--- config.mk ---
export PLATFORM = sky130hd
export DESIGN_NAME = cbt_bit_timing
export DESIGN_NICKNAME = d
export VERILOG_FILES = /design/src/common/cbt_pkg.sv /design/src/logic/cbt_bit_timing.sv
export SDC_FILE = /design/constraint.sdc
export NUM_CORES = 1
export LEC_CHECK = 0
export ABC_AREA = 1
export BUFFER_PORTS_ARGS = -buffer_cell sky130_fd_sc_hd__buf_2
export CORE_ASPECT_RATIO = 0.7
export CORE_MARGIN = 10
export CORE_UTILIZATION = 45
export CTS_BUF_LIST = sky130_fd_sc_hd__clkbuf_4 sky130_fd_sc_hd__clkbuf_8
export CTS_CLUSTER_DIAMETER = 100
export DETAILED_ROUTE_END_ITERATION = 8
export MAX_ROUTING_LAYER = met4
export PLACE_DENSITY = 0.67
export SLEW_MARGIN = 10
export SYNTH_ARGS = -nofsm -noshare
export SYNTH_HDL_FRONTEND = slang
export SYNTH_SLANG_ARGS = --single-unit
export TNS_END_PERCENT = 50
--- constraint.sdc ---
create_clock -name mclk -period 7.7 [get_ports mclk]
set_input_delay 0.385 -clock mclk [delete_from_list [all_inputs] [get_ports mclk]]
set_output_delay 0.385 -clock mclk [all_outputs]
set_load 0.01 [all_outputs]
--- src/common/cbt_pkg.sv ---
`default_nettype none
package cbt_pkg;
    // Register byte addresses on the APB.
    localparam logic [7:0] ADDR_CTRL_ONE   = 8'h00;
    localparam logic [7:0] ADDR_CTRL_TWO   = 8'h04;
    localparam logic [7:0] ADDR_CTRL_THREE = 8'h08;
    localparam logic [7:0] ADDR_MODE       = 8'h0c;
    localparam logic [7:0] ADDR_STATUS     = 8'h10;

    // Field positions.
    localparam int SJW_LSB      = 6;
    localparam int PH2_SEL_BIT  = 7;
    localparam int TRIPLE_BIT   = 6;
    localparam int PH1_LSB      = 3;
    localparam int WAKE_FLT_BIT = 6;

    // Reset values and the writable bits of the third register.
    localparam logic [7:0] CTRL_RESET  = 8'h00;
    localparam logic [7:0] CTRL3_MASK  = 8'h47;
    localparam logic       MODE_RESET  = 1'b1;

    // Processing time in quanta, and the wake-up filter time.
    localparam logic [3:0] IPT_QUANTA     = 4'h2;
    localparam int         CLK_PERIOD_NS  = 25;
    localparam int         WAKE_FILTER_NS = 200;
    localparam logic [3:0] WAKE_FILTER_CYC =
        4'((WAKE_FILTER_NS + CLK_PERIOD_NS - 1) / CLK_PERIOD_NS);

    typedef enum logic [3:0] {
        SEG_SYNC = 4'b0001,
        SEG_PROP = 4'b0010,
        SEG_PH1  = 4'b0100,
        SEG_PH2  = 4'b1000
    } cbt_seg_type;

    typedef struct packed {
        logic [7:0]  one;
        logic [7:0]  two;
        logic [7:0]  three;
        logic        cfg;
        logic [2:0]  rxs;
        logic        rxSt;
        logic        rxPrev;
        logic        edgeSeen;
        logic [6:0]  preCnt;
        cbt_seg_type seg;
        logic [3:0]  segCnt;
        logic [4:0]  inBit;
        logic [2:0]  ext;
        logic [1:0]  hist;
        logic        bitVal;
        logic        sampPt;
        logic        bitSt;
        logic [3:0]  wakeCnt;
        logic        wakeEv;
        logic [31:0] rdata;
        logic        err;
    } cbt_state_type;

    localparam cbt_state_type STATE_RESET = '{one: CTRL_RESET, two: CTRL_RESET,
        three: CTRL_RESET, cfg: MODE_RESET, seg: SEG_SYNC, rxs: 3'h7, rxSt: 1'b1,
        rxPrev: 1'b1, bitVal: 1'b1, default: '0};
endpackage : cbt_pkg
`default_nettype wire

--- src/logic/cbt_bit_timing.sv ---
// Functional notes
// - Jump-width field 00..11 gives a resync jump of one to four quanta.
// - Quantum lasts twice (prescaler field plus one) clock periods.
// - Timing registers one and two are writable only in configuration mode.
// - Select set: phase 2 from field; clear: max of phase 1 and INFORMATION_PROCESSING_TIME.
// - Triple-sample bit set takes majority of three samples, else one sample.
// - Phase segment 1 lasts field plus one quanta.
// - Propagation segment lasts field plus one quanta.
// - Phase segment 2 field gives field plus one quanta.
// - Phase segment 2 field is ignored while the select bit is clear.
// - Wake-up filter bit chooses filtered or raw bus line for wake-up.
// - Third register bits 7 and 5..3 always read as zero.
//
// The implementer's own choices: the APB register port and the placing of the registers.
`timescale 1ns/1ps
`default_nettype none
module cbt_bit_timing
    import cbt_pkg::*;
(
    input  wire logic        mclk,
    input  wire logic        rst,
    input  wire logic        psel,
    input  wire logic        penable,
    input  wire logic        pwrite,
    input  wire logic [7:0]  paddr,
    input  wire logic [31:0] pwdata,
    output logic      [31:0] prdata,
    output logic             pready,
    output logic             pslverr,
    input  wire logic        canRx,
    output logic             sampledBit,
    output logic             samplePoint,
    output logic             bitStart,
    output logic             wakeActivity,
    output logic             configMode
);
    cbt_state_type q;
    cbt_state_type d;
    logic [6:0] tqLast;
    logic       tick;
    logic       fall;
    logic       edgeNow;
    logic [2:0] sjwQ;
    logic [2:0] extNew;
    logic [3:0] propLen;
    logic [3:0] ph1Base;
    logic [3:0] ph1Len;
    logic [3:0] ph2Len;
    logic       majority;
    logic       setup;
    logic       access;
    logic       mapped;
    logic       timingReg;
    logic       errNow;
    logic [31:0] readVal;

    // All state advances together; reset forces the constant image.
    always_ff @(posedge mclk or posedge rst) begin
        if (rst) begin
            q <= STATE_RESET;
        end else begin
            q <= d;
        end
    end

    // Next-state logic: APB slave, bus line input, quantum and segment engine.
    always_comb begin
        d = q;
        setup = psel & ~penable;
        access = psel & penable;
        tqLast = {q.one[5:0], 1'b1};
        tick = (q.preCnt == tqLast);
        fall = q.rxPrev & ~q.rxSt;
        edgeNow = q.edgeSeen | fall;
        sjwQ = {1'b0, q.one[SJW_LSB+1:SJW_LSB]} + 3'h1;
        propLen = {1'b0, q.two[2:0]} + 4'h1;
        ph1Base = {1'b0, q.two[PH1_LSB+2:PH1_LSB]} + 4'h1;
        // Only one phase 1 extension per bit, limited by the jump width.
        extNew = q.ext;
        if (edgeNow && (q.ext == 3'h0) && (q.seg == SEG_PROP || q.seg == SEG_PH1)) begin
            extNew = (q.inBit < {2'b00, sjwQ}) ? q.inBit[2:0] : sjwQ;
        end
        ph1Len = ph1Base + {1'b0, extNew};
        if (q.two[PH2_SEL_BIT]) begin
            ph2Len = {1'b0, q.three[2:0]} + 4'h1;
        end else begin
            ph2Len = (ph1Base > IPT_QUANTA) ? ph1Base : IPT_QUANTA;
        end
        majority = (q.hist[1] & q.hist[0]) | (q.hist[1] & q.rxSt) | (q.hist[0] & q.rxSt);

        // Address decode and read mux.
        mapped = 1'b1;
        timingReg = 1'b0;
        case (paddr)
            ADDR_CTRL_ONE: begin
                readVal = {24'h0, q.one};
                timingReg = 1'b1;
            end
            ADDR_CTRL_TWO: begin
                readVal = {24'h0, q.two};
                timingReg = 1'b1;
            end
            ADDR_CTRL_THREE: readVal = {24'h0, q.three & CTRL3_MASK};
            ADDR_MODE:       readVal = {31'h0, q.cfg};
            ADDR_STATUS:     readVal = {26'h0, q.rxSt, q.bitVal, q.seg};
            default: begin
                readVal = 32'h0;
                mapped = 1'b0;
            end
        endcase

        // Refusal is judged in the access phase itself. A mode write that ends at the
        // very edge on which the next setup is taken must still lock or free that write.
        errNow = ~mapped | (pwrite & timingReg & ~q.cfg);

        // Read data is prepared in the setup cycle so the access phase needs no wait.
        if (setup) begin
            d.rdata = pwrite ? 32'h0 : readVal;
        end
        // Flags, for one cycle only, that the access phase just ended was refused.
        d.err = access & errNow;
        if (access && pwrite && !errNow) begin
            case (paddr)
                ADDR_CTRL_ONE:   d.one = pwdata[7:0];
                ADDR_CTRL_TWO:   d.two = pwdata[7:0];
                ADDR_CTRL_THREE: d.three = pwdata[7:0] & CTRL3_MASK;
                ADDR_MODE:       d.cfg = pwdata[0];
                default:         d.cfg = q.cfg;
            endcase
        end

        // Three-stage synchroniser; a change counts once stages two and three agree.
        d.rxs = {q.rxs[1:0], canRx};
        if (q.rxs[1] == q.rxs[2]) begin
            d.rxSt = q.rxs[2];
        end
        d.rxPrev = q.rxSt;

        // Wake-up detection, with the filter rejecting short dominant glitches.
        if (q.rxSt) begin
            d.wakeCnt = 4'h0;
        end else if (q.wakeCnt != WAKE_FILTER_CYC) begin
            d.wakeCnt = q.wakeCnt + 4'h1;
        end
        if (q.three[WAKE_FLT_BIT]) begin
            d.wakeEv = ~q.rxSt & (q.wakeCnt == WAKE_FILTER_CYC - 4'h1);
        end else begin
            d.wakeEv = fall;
        end

        // Bit timing engine; held idle in configuration mode.
        d.sampPt = 1'b0;
        d.bitSt = 1'b0;
        if (q.cfg) begin
            d.preCnt = 7'h0;
            d.seg = SEG_SYNC;
            d.segCnt = 4'h0;
            d.inBit = 5'h0;
            d.ext = 3'h0;
            d.edgeSeen = 1'b0;
        end else if (!tick) begin
            d.preCnt = q.preCnt + 7'h1;
            d.edgeSeen = edgeNow; // An edge waits for the next quantum boundary.
        end else begin
            d.preCnt = 7'h0;
            d.edgeSeen = 1'b0;
            d.hist = {q.hist[0], q.rxSt};
            d.inBit = q.inBit + 5'h1;
            d.segCnt = q.segCnt + 4'h1;
            d.ext = extNew;
            case (q.seg)
                SEG_SYNC: begin
                    d.seg = SEG_PROP;
                    d.segCnt = 4'h0;
                    d.inBit = 5'h1;
                    d.ext = 3'h0;
                end
                SEG_PROP: begin
                    if (q.segCnt == propLen - 4'h1) begin
                        d.seg = SEG_PH1;
                        d.segCnt = 4'h0;
                    end
                end
                SEG_PH1: begin
                    if (q.segCnt == ph1Len - 4'h1) begin
                        d.seg = SEG_PH2;
                        d.segCnt = 4'h0;
                        d.sampPt = 1'b1;
                        d.bitVal = q.two[TRIPLE_BIT] ? majority : q.rxSt;
                    end
                end
                SEG_PH2: begin
                    // An early edge cuts phase 2 short by at most the jump width.
                    if ((q.segCnt == ph2Len - 4'h1) ||
                        (edgeNow && (4'(ph2Len - 4'h1 - q.segCnt) <= {1'b0, sjwQ}))) begin
                        d.seg = SEG_SYNC;
                        d.segCnt = 4'h0;
                        d.bitSt = 1'b1;
                    end
                end
                default: begin
                    d.seg = SEG_SYNC;
                    d.segCnt = 4'h0;
                end
            endcase
        end
    end

    // Outputs; the slave never inserts wait states.
    assign pready       = 1'b1;
    assign pslverr      = errNow & psel & penable;
    assign prdata       = q.rdata;
    assign sampledBit   = q.bitVal;
    assign samplePoint  = q.sampPt;
    assign bitStart     = q.bitSt;
    assign wakeActivity = q.wakeEv;
    assign configMode   = q.cfg;
endmodule : cbt_bit_timing
`default_nettype wire

**After elaboration in Yosys (flattened, before gate mapping)**

Index checks and enable logic that the tools add are counted.

- Input bits: 46
- Output and inout port bits: 39
- Register bits: 92

- Equality and inequality tests: 18
- Bitwise operators: 19
- Add/subtract/negate cells: 13
- Reduce and logical (&&, ||, !) cells: 21
- Muxes and demuxes: 25
- $lt $le $gt $ge: 3

Operators by type and width:

| kind | number |
|---|---|
| two-way mux 8 bit | 5 |
| one-hot mux 8 bit (5 select lines) | 1 |
| two-way mux 32 bit | 1 |
| one-hot mux 8 bit (4 select lines) | 1 |
| two-way mux 24 bit | 1 |
| two-way mux 21 bit | 1 |
| == test 8 x 4 -> 1 bit (second input constant) | 2 |
| two-way mux 4 bit | 4 |
| adder 3 x 1 -> 4 bit (second input constant) | 3 |
| == test 4 bit | 3 |
| subtractor 4 x 1 -> 4 bit (second input constant) | 3 |
| bitwise AND 1 bit | 11 |
| AND reduction 2 bit | 5 |
| adder 4 x 1 -> 4 bit (second input constant) | 2 |
| == test 4 x 3 -> 1 bit (second input constant) | 2 |
| == test 8 x 3 -> 1 bit (second input constant) | 1 |
| == test 8 x 5 -> 1 bit (second input constant) | 1 |
| zero test 8 bit | 1 |
| AND reduction 4 bit | 2 |
| adder 7 x 1 -> 7 bit (second input constant) | 1 |
| == test 7 bit | 1 |
| two-way mux 1 bit | 6 |
| two-way mux 2 bit | 3 |
| two-way mux 3 bit | 2 |
| 23 further kinds | 36 |

**Logic depth before layout (Yosys ltp)**

- Depth in word-level cells: 13
- Mapped depth: 24
- Mapped depth without buffers: 24

**Worst setup path after synthesis**

OpenSTA, ideal clock, no wires.

- Path kind: register to register
- From: reg q[95] in the netlist's numbering
- To: reg q[53] in the netlist's numbering
- Arrival time: 3.344 ns
- Data required time: 7.573 ns
- Slack: 4.229 ns
- Stages on the path, launching flop included: 21
- Setup time: 0.127 ns
- Cell sequence: dfrtp_1 ha_1 inv_1 ha_1 a2111oi_0 nand2_1 inv_1 nand2_1 a31oi_1 ha_1 inv_1 ha_1 inv_1 fa_1 xor2_1 xor2_1 nand4_1 a22oi_1 nand2_1 nand2_1 o21ai_0

- Longest elaborated chain between the ends: 11
- Elaborated cells between the ends (all ways): 15

RTL lines:

| what | RTL line | RTL |
|---|---|---|
| from (decl) | cbt_bit_timing.sv:37 | `cbt_state_type q;` |
| from (signal assigned) | cbt_bit_timing.sv:60 | `q <= STATE_RESET;` |
| from (signal assigned) | cbt_bit_timing.sv:62 | `q <= d;` |
| adder 2 x 1 -> 3 bit * | cbt_bit_timing.sv:75 | `sjwQ = {1'b0, q.one[SJW_LSB+1:SJW_LSB]} + 3'h1;` |
| less-than comparator 5 x 3 -> 1 bit | cbt_bit_timing.sv:81 | `extNew = (q.inBit < {2'b00, sjwQ}) ? q.inBit[2:0] : sjwQ;` |
| two-way mux 3 bit | cbt_bit_timing.sv:81 |  |
| two-way mux 3 bit | cbt_bit_timing.sv:80 | `if (edgeNow && (q.ext == 3'h0) && (q.seg == SEG_PROP \|\| q.seg == SEG_PH1)) begin` |
| adder 4 x 3 -> 4 bit | cbt_bit_timing.sv:83 | `ph1Len = ph1Base + {1'b0, extNew};` |
| subtractor 4 x 1 -> 4 bit | cbt_bit_timing.sv:185 | `if (q.segCnt == ph1Len - 4'h1) begin` |
| == test 4 bit | cbt_bit_timing.sv:185 |  |
| two-way mux 8 bit | cbt_bit_timing.sv:185 |  |
| one-hot mux 8 bit (4 select lines) * | cbt_bit_timing.sv:171 | `case (q.seg)` |
| two-way mux 21 bit * | cbt_bit_timing.sv:161 | `end else if (!tick) begin` |
| two-way mux 24 bit * | cbt_bit_timing.sv:154 | `if (q.cfg) begin` |

Mark *: on every way between the ends. The rest lies on a longest branch, timed or not. The select of a mux whose other input is x is not followed.
A chain may end at the register's enable or synchronous reset.

**Worst setup path after layout**

Ends and elaborated chain as after synthesis.

==> flow_metrics.env <==
export IMPL_run_status="finished clean"
export IMPL_place_area_sq_um=4367
export IMPL_syn_inst=509
export IMPL_critPathLaunchType="flop"
export IMPL_cts_buffers=9
export IMPL_cp_max_fo=5
export IMPL_start_util_pct=46.46
export IMPL_final_area_sq_um=4592
export IMPL_required_ns=7.92
export IMPL_insertion_delay_ns=0.34
export IMPL_place_congestion=0.9163
export IMPL_grt_pass1_wl_mm=16.10
export IMPL_grtUsageTotal_pct=15.16
export IMPL_viasPerCell=5.163
export IMPL_worstMarginPinSlew_ns=0.8462
export IMPL_ys_warnings_count=0
export IMPL_coreArea_sq_um=9107
export IMPL_cts_sinks=68
export IMPL_routedWlPerCell_um=14.91
export IMPL_synth_seq_area_share_pct=40.45
export IMPL_clkTransAtPathRegs_ns=0.07
export IMPL_slew_violations=0
export IMPL_setup_viol=0
export IMPL_hpwl_mm=7.873
export IMPL_core_rowCount=29
export IMPL_synthesis_area_sq_um=4232
export IMPL_period_needed_ns=4.119
export IMPL_fin_total_pwr_mw=0.7393
export IMPL_die_y_um=101.1
export IMPL_rsz0062_at_grt="false"
export IMPL_antenna_found_initial=0
export IMPL_cap_violations=0
export IMPL_crit_type="reg -> reg"
export IMPL_cts_setup_buffers=0
export IMPL_fin_skew_ns=0.007828
export IMPL_die_x_um=135.9
export IMPL_drive_above_1_share_pct=16.88
export IMPL_cts_max_path_buffers=2
export IMPL_synth_distinct_cells=44
export IMPL_fmax_mhz=242.8
export IMPL_dr_pass1_iters=5
export IMPL_tritoncts="done"
export IMPL_htree_levels=3
export IMPL_fill_cells=884
export IMPL_syn_area_per_cell_sq_um=8.313
export IMPL_hold_path_class="in -> reg"
export IMPL_ir_drop_mv=0.08963
export IMPL_fin_nets=609
export IMPL_syn_to_final_growth_pct=8.516
export IMPL_antenna_cells=0
export IMPL_root_buffer="clkbuf_8"
export IMPL_die_area_sq_um=13740
export IMPL_vias=3454
export IMPL_synth_top_area_share_pct=35.48
export IMPL_grt_remaining_overflow=0
export IMPL_finalWorstSetupSlack_ns=3.581
export IMPL_drtIter0Drc=250
export IMPL_grt_max_degree=69
export IMPL_place_ws_ns=3.594
export IMPL_post_route_util_pct=50.42
export IMPL_synth_top_area_cell="dfrtp_1"
export IMPL_critical_path_arrival_ns=4.34
export IMPL_end_kind="flop"
export IMPL_power_density_nw_per_um2=161.0
export IMPL_fin_tns_setup_ns=0
export IMPL_finalWirelength_mm=9.975
export IMPL_synth_seq_cells=68
export IMPL_fin_crit_sh_pct=53.49
export IMPL_drc_errors=0
export IMPL_ios=85
export IMPL_portBuffers=35
export IMPL_grt_pass1_vias=3172
export IMPL_synthTopCellsByArea="dfrtp_1 35%, nand2_1 8.4%, ha_1 6.2%"
export IMPL_antenna_left=0
export IMPL_slew_headroom_pct=43.59
export IMPL_cts_resized=0
export IMPL_p_leak_nw=2.301
export IMPL_hold_viol_final=0
export IMPL_hold_buffers=0
report_power, final:
group          internal, mW  switching, mW  leakage, nW
clock network         0.198          0.133        0.113
registers             0.363        0.00401        0.831
logic                0.0114         0.0300         1.36
final timing paths:
check | startpoint | end | slack [ns] | depth (start not counted)
setup / recovery | q[95] | q[53] | 3.58 | 20
hold / removal | canRx | d[70] | 0.13 | 1
setup reg to reg | q[95] | q[53] | 3.58 | 20
hold reg to reg | d[70] | d[71] | 0.36 | 0
max in group asynchronous | rst | q[49] | 6.86 | 3
min in group asynchronous | rst | q[65] | 0.28 | 3
synthesized netlist by cell type, drive strengths merged:
cell	n
a2111oi	1
a211oi	1
a21oi	15
a221oi	3
a22o	1
a22oi	1
a31oi	4
and2	1
and3	1
buf	35
clkbuf	4
clkinv	1
conb	2
dfrtp	60
dfstp	8
fa	2
ha	21
inv	68
maj3	1
nand2	98
nand3	33
nand4	4
nor2	42
nor3	8
nor3b	1
nor4	1
o2111ai	1
o211ai	1
o21ai	54
o22ai	14
or2	2
or3	1
xnor2	4
xor2	15
stage by stage:
stage                     hold WS [ns]  cells
after floorplan                 0.3452    532
after CTS                       0.1175    669
after global routing            0.1074    669
after detailed placement        0.3478    653
final                           0.1347    669
after global placement          0.3460    653
final cells by class:
type / instances / area (sq um) / share of cell area [%]
multi-input combinational: 356 / 2058 / 44.82
sequential: 68 / 1712 / 37.28
inverter: 69 / 259.0 / 5.640
timing repair buffer: 36 / 182.7 / 3.978
tap: 124 / 155.1 / 3.379
clock buffer: 12 / 152.6 / 3.324
clock inverter: 4 / 72.57 / 1.580
cell families after synthesis:
logic type / count (synthesis) / share of synthesized area [%]
AND/OR/NAND/NOR: 192 / 21.08
buffers and inverters: 108 / 12.95
AO/OA/AOI/OAI: 96 / 14.02
flip-flops: 68 / 40.45
adder cells (fa/ha/maj): 24 / 7.392
XOR/XNOR: 19 / 3.933
other: 2 / 0.1775
worst max-delay path, stage by stage (launching register included):
cell       delay, ns
dfrtp_1         0.41
ha_1            0.20
inv_1           0.11
ha_1            0.25
a2111oi_0       0.42
nand2_1         0.20
inv_1           0.11
nand2_1         0.05
a31oi_1         0.20
ha_1            0.28
inv_1           0.06
ha_1            0.15
inv_1           0.05
fa_1            0.37
xor2_1          0.18
xor2_1          0.18
nand4_1         0.26
a22oi_1         0.24
nand2_1         0.10
nand2_1         0.10
o21ai_0         0.08
sequential cells by signal (all words and copies together) (netlist names):
signal and count:
q 52, prdata 8, bitStart 1, sampledBit 1
configMode 1, d 3, wakeActivity 1, samplePoint 1
routing by layer:
metal	track usage (%)	share of wire, %
met4	3.265	0.85
met3	4.253	7.0
met5	-	0
met2	21.42	43
met1	21.05	49
placed cells by master, fill, tap and decap left out, drive strengths merged, types with 2 or more instances in the layout:
| cell | count |
|---|---|
| ha | 21 |
| conb | 25 |
| or2 | 2 |
| a21oi | 15 |
| inv | 68 |
| a221oi | 3 |
| o22ai | 14 |
| nor2 | 42 |
| fa | 2 |
| xor2 | 15 |
| nand3 | 33 |
| o21ai | 54 |
| dfrtp | 60 |
| nand2 | 98 |
| dfstp | 8 |
| xnor2 | 4 |
| buf | 36 |
| clkinv | 2 |
| a31oi | 4 |
| nand4 | 4 |
| nor3 | 8 |
| bufinv | 2 |
| clkbuf | 12 |
Power figures use the tool's default switching activity.
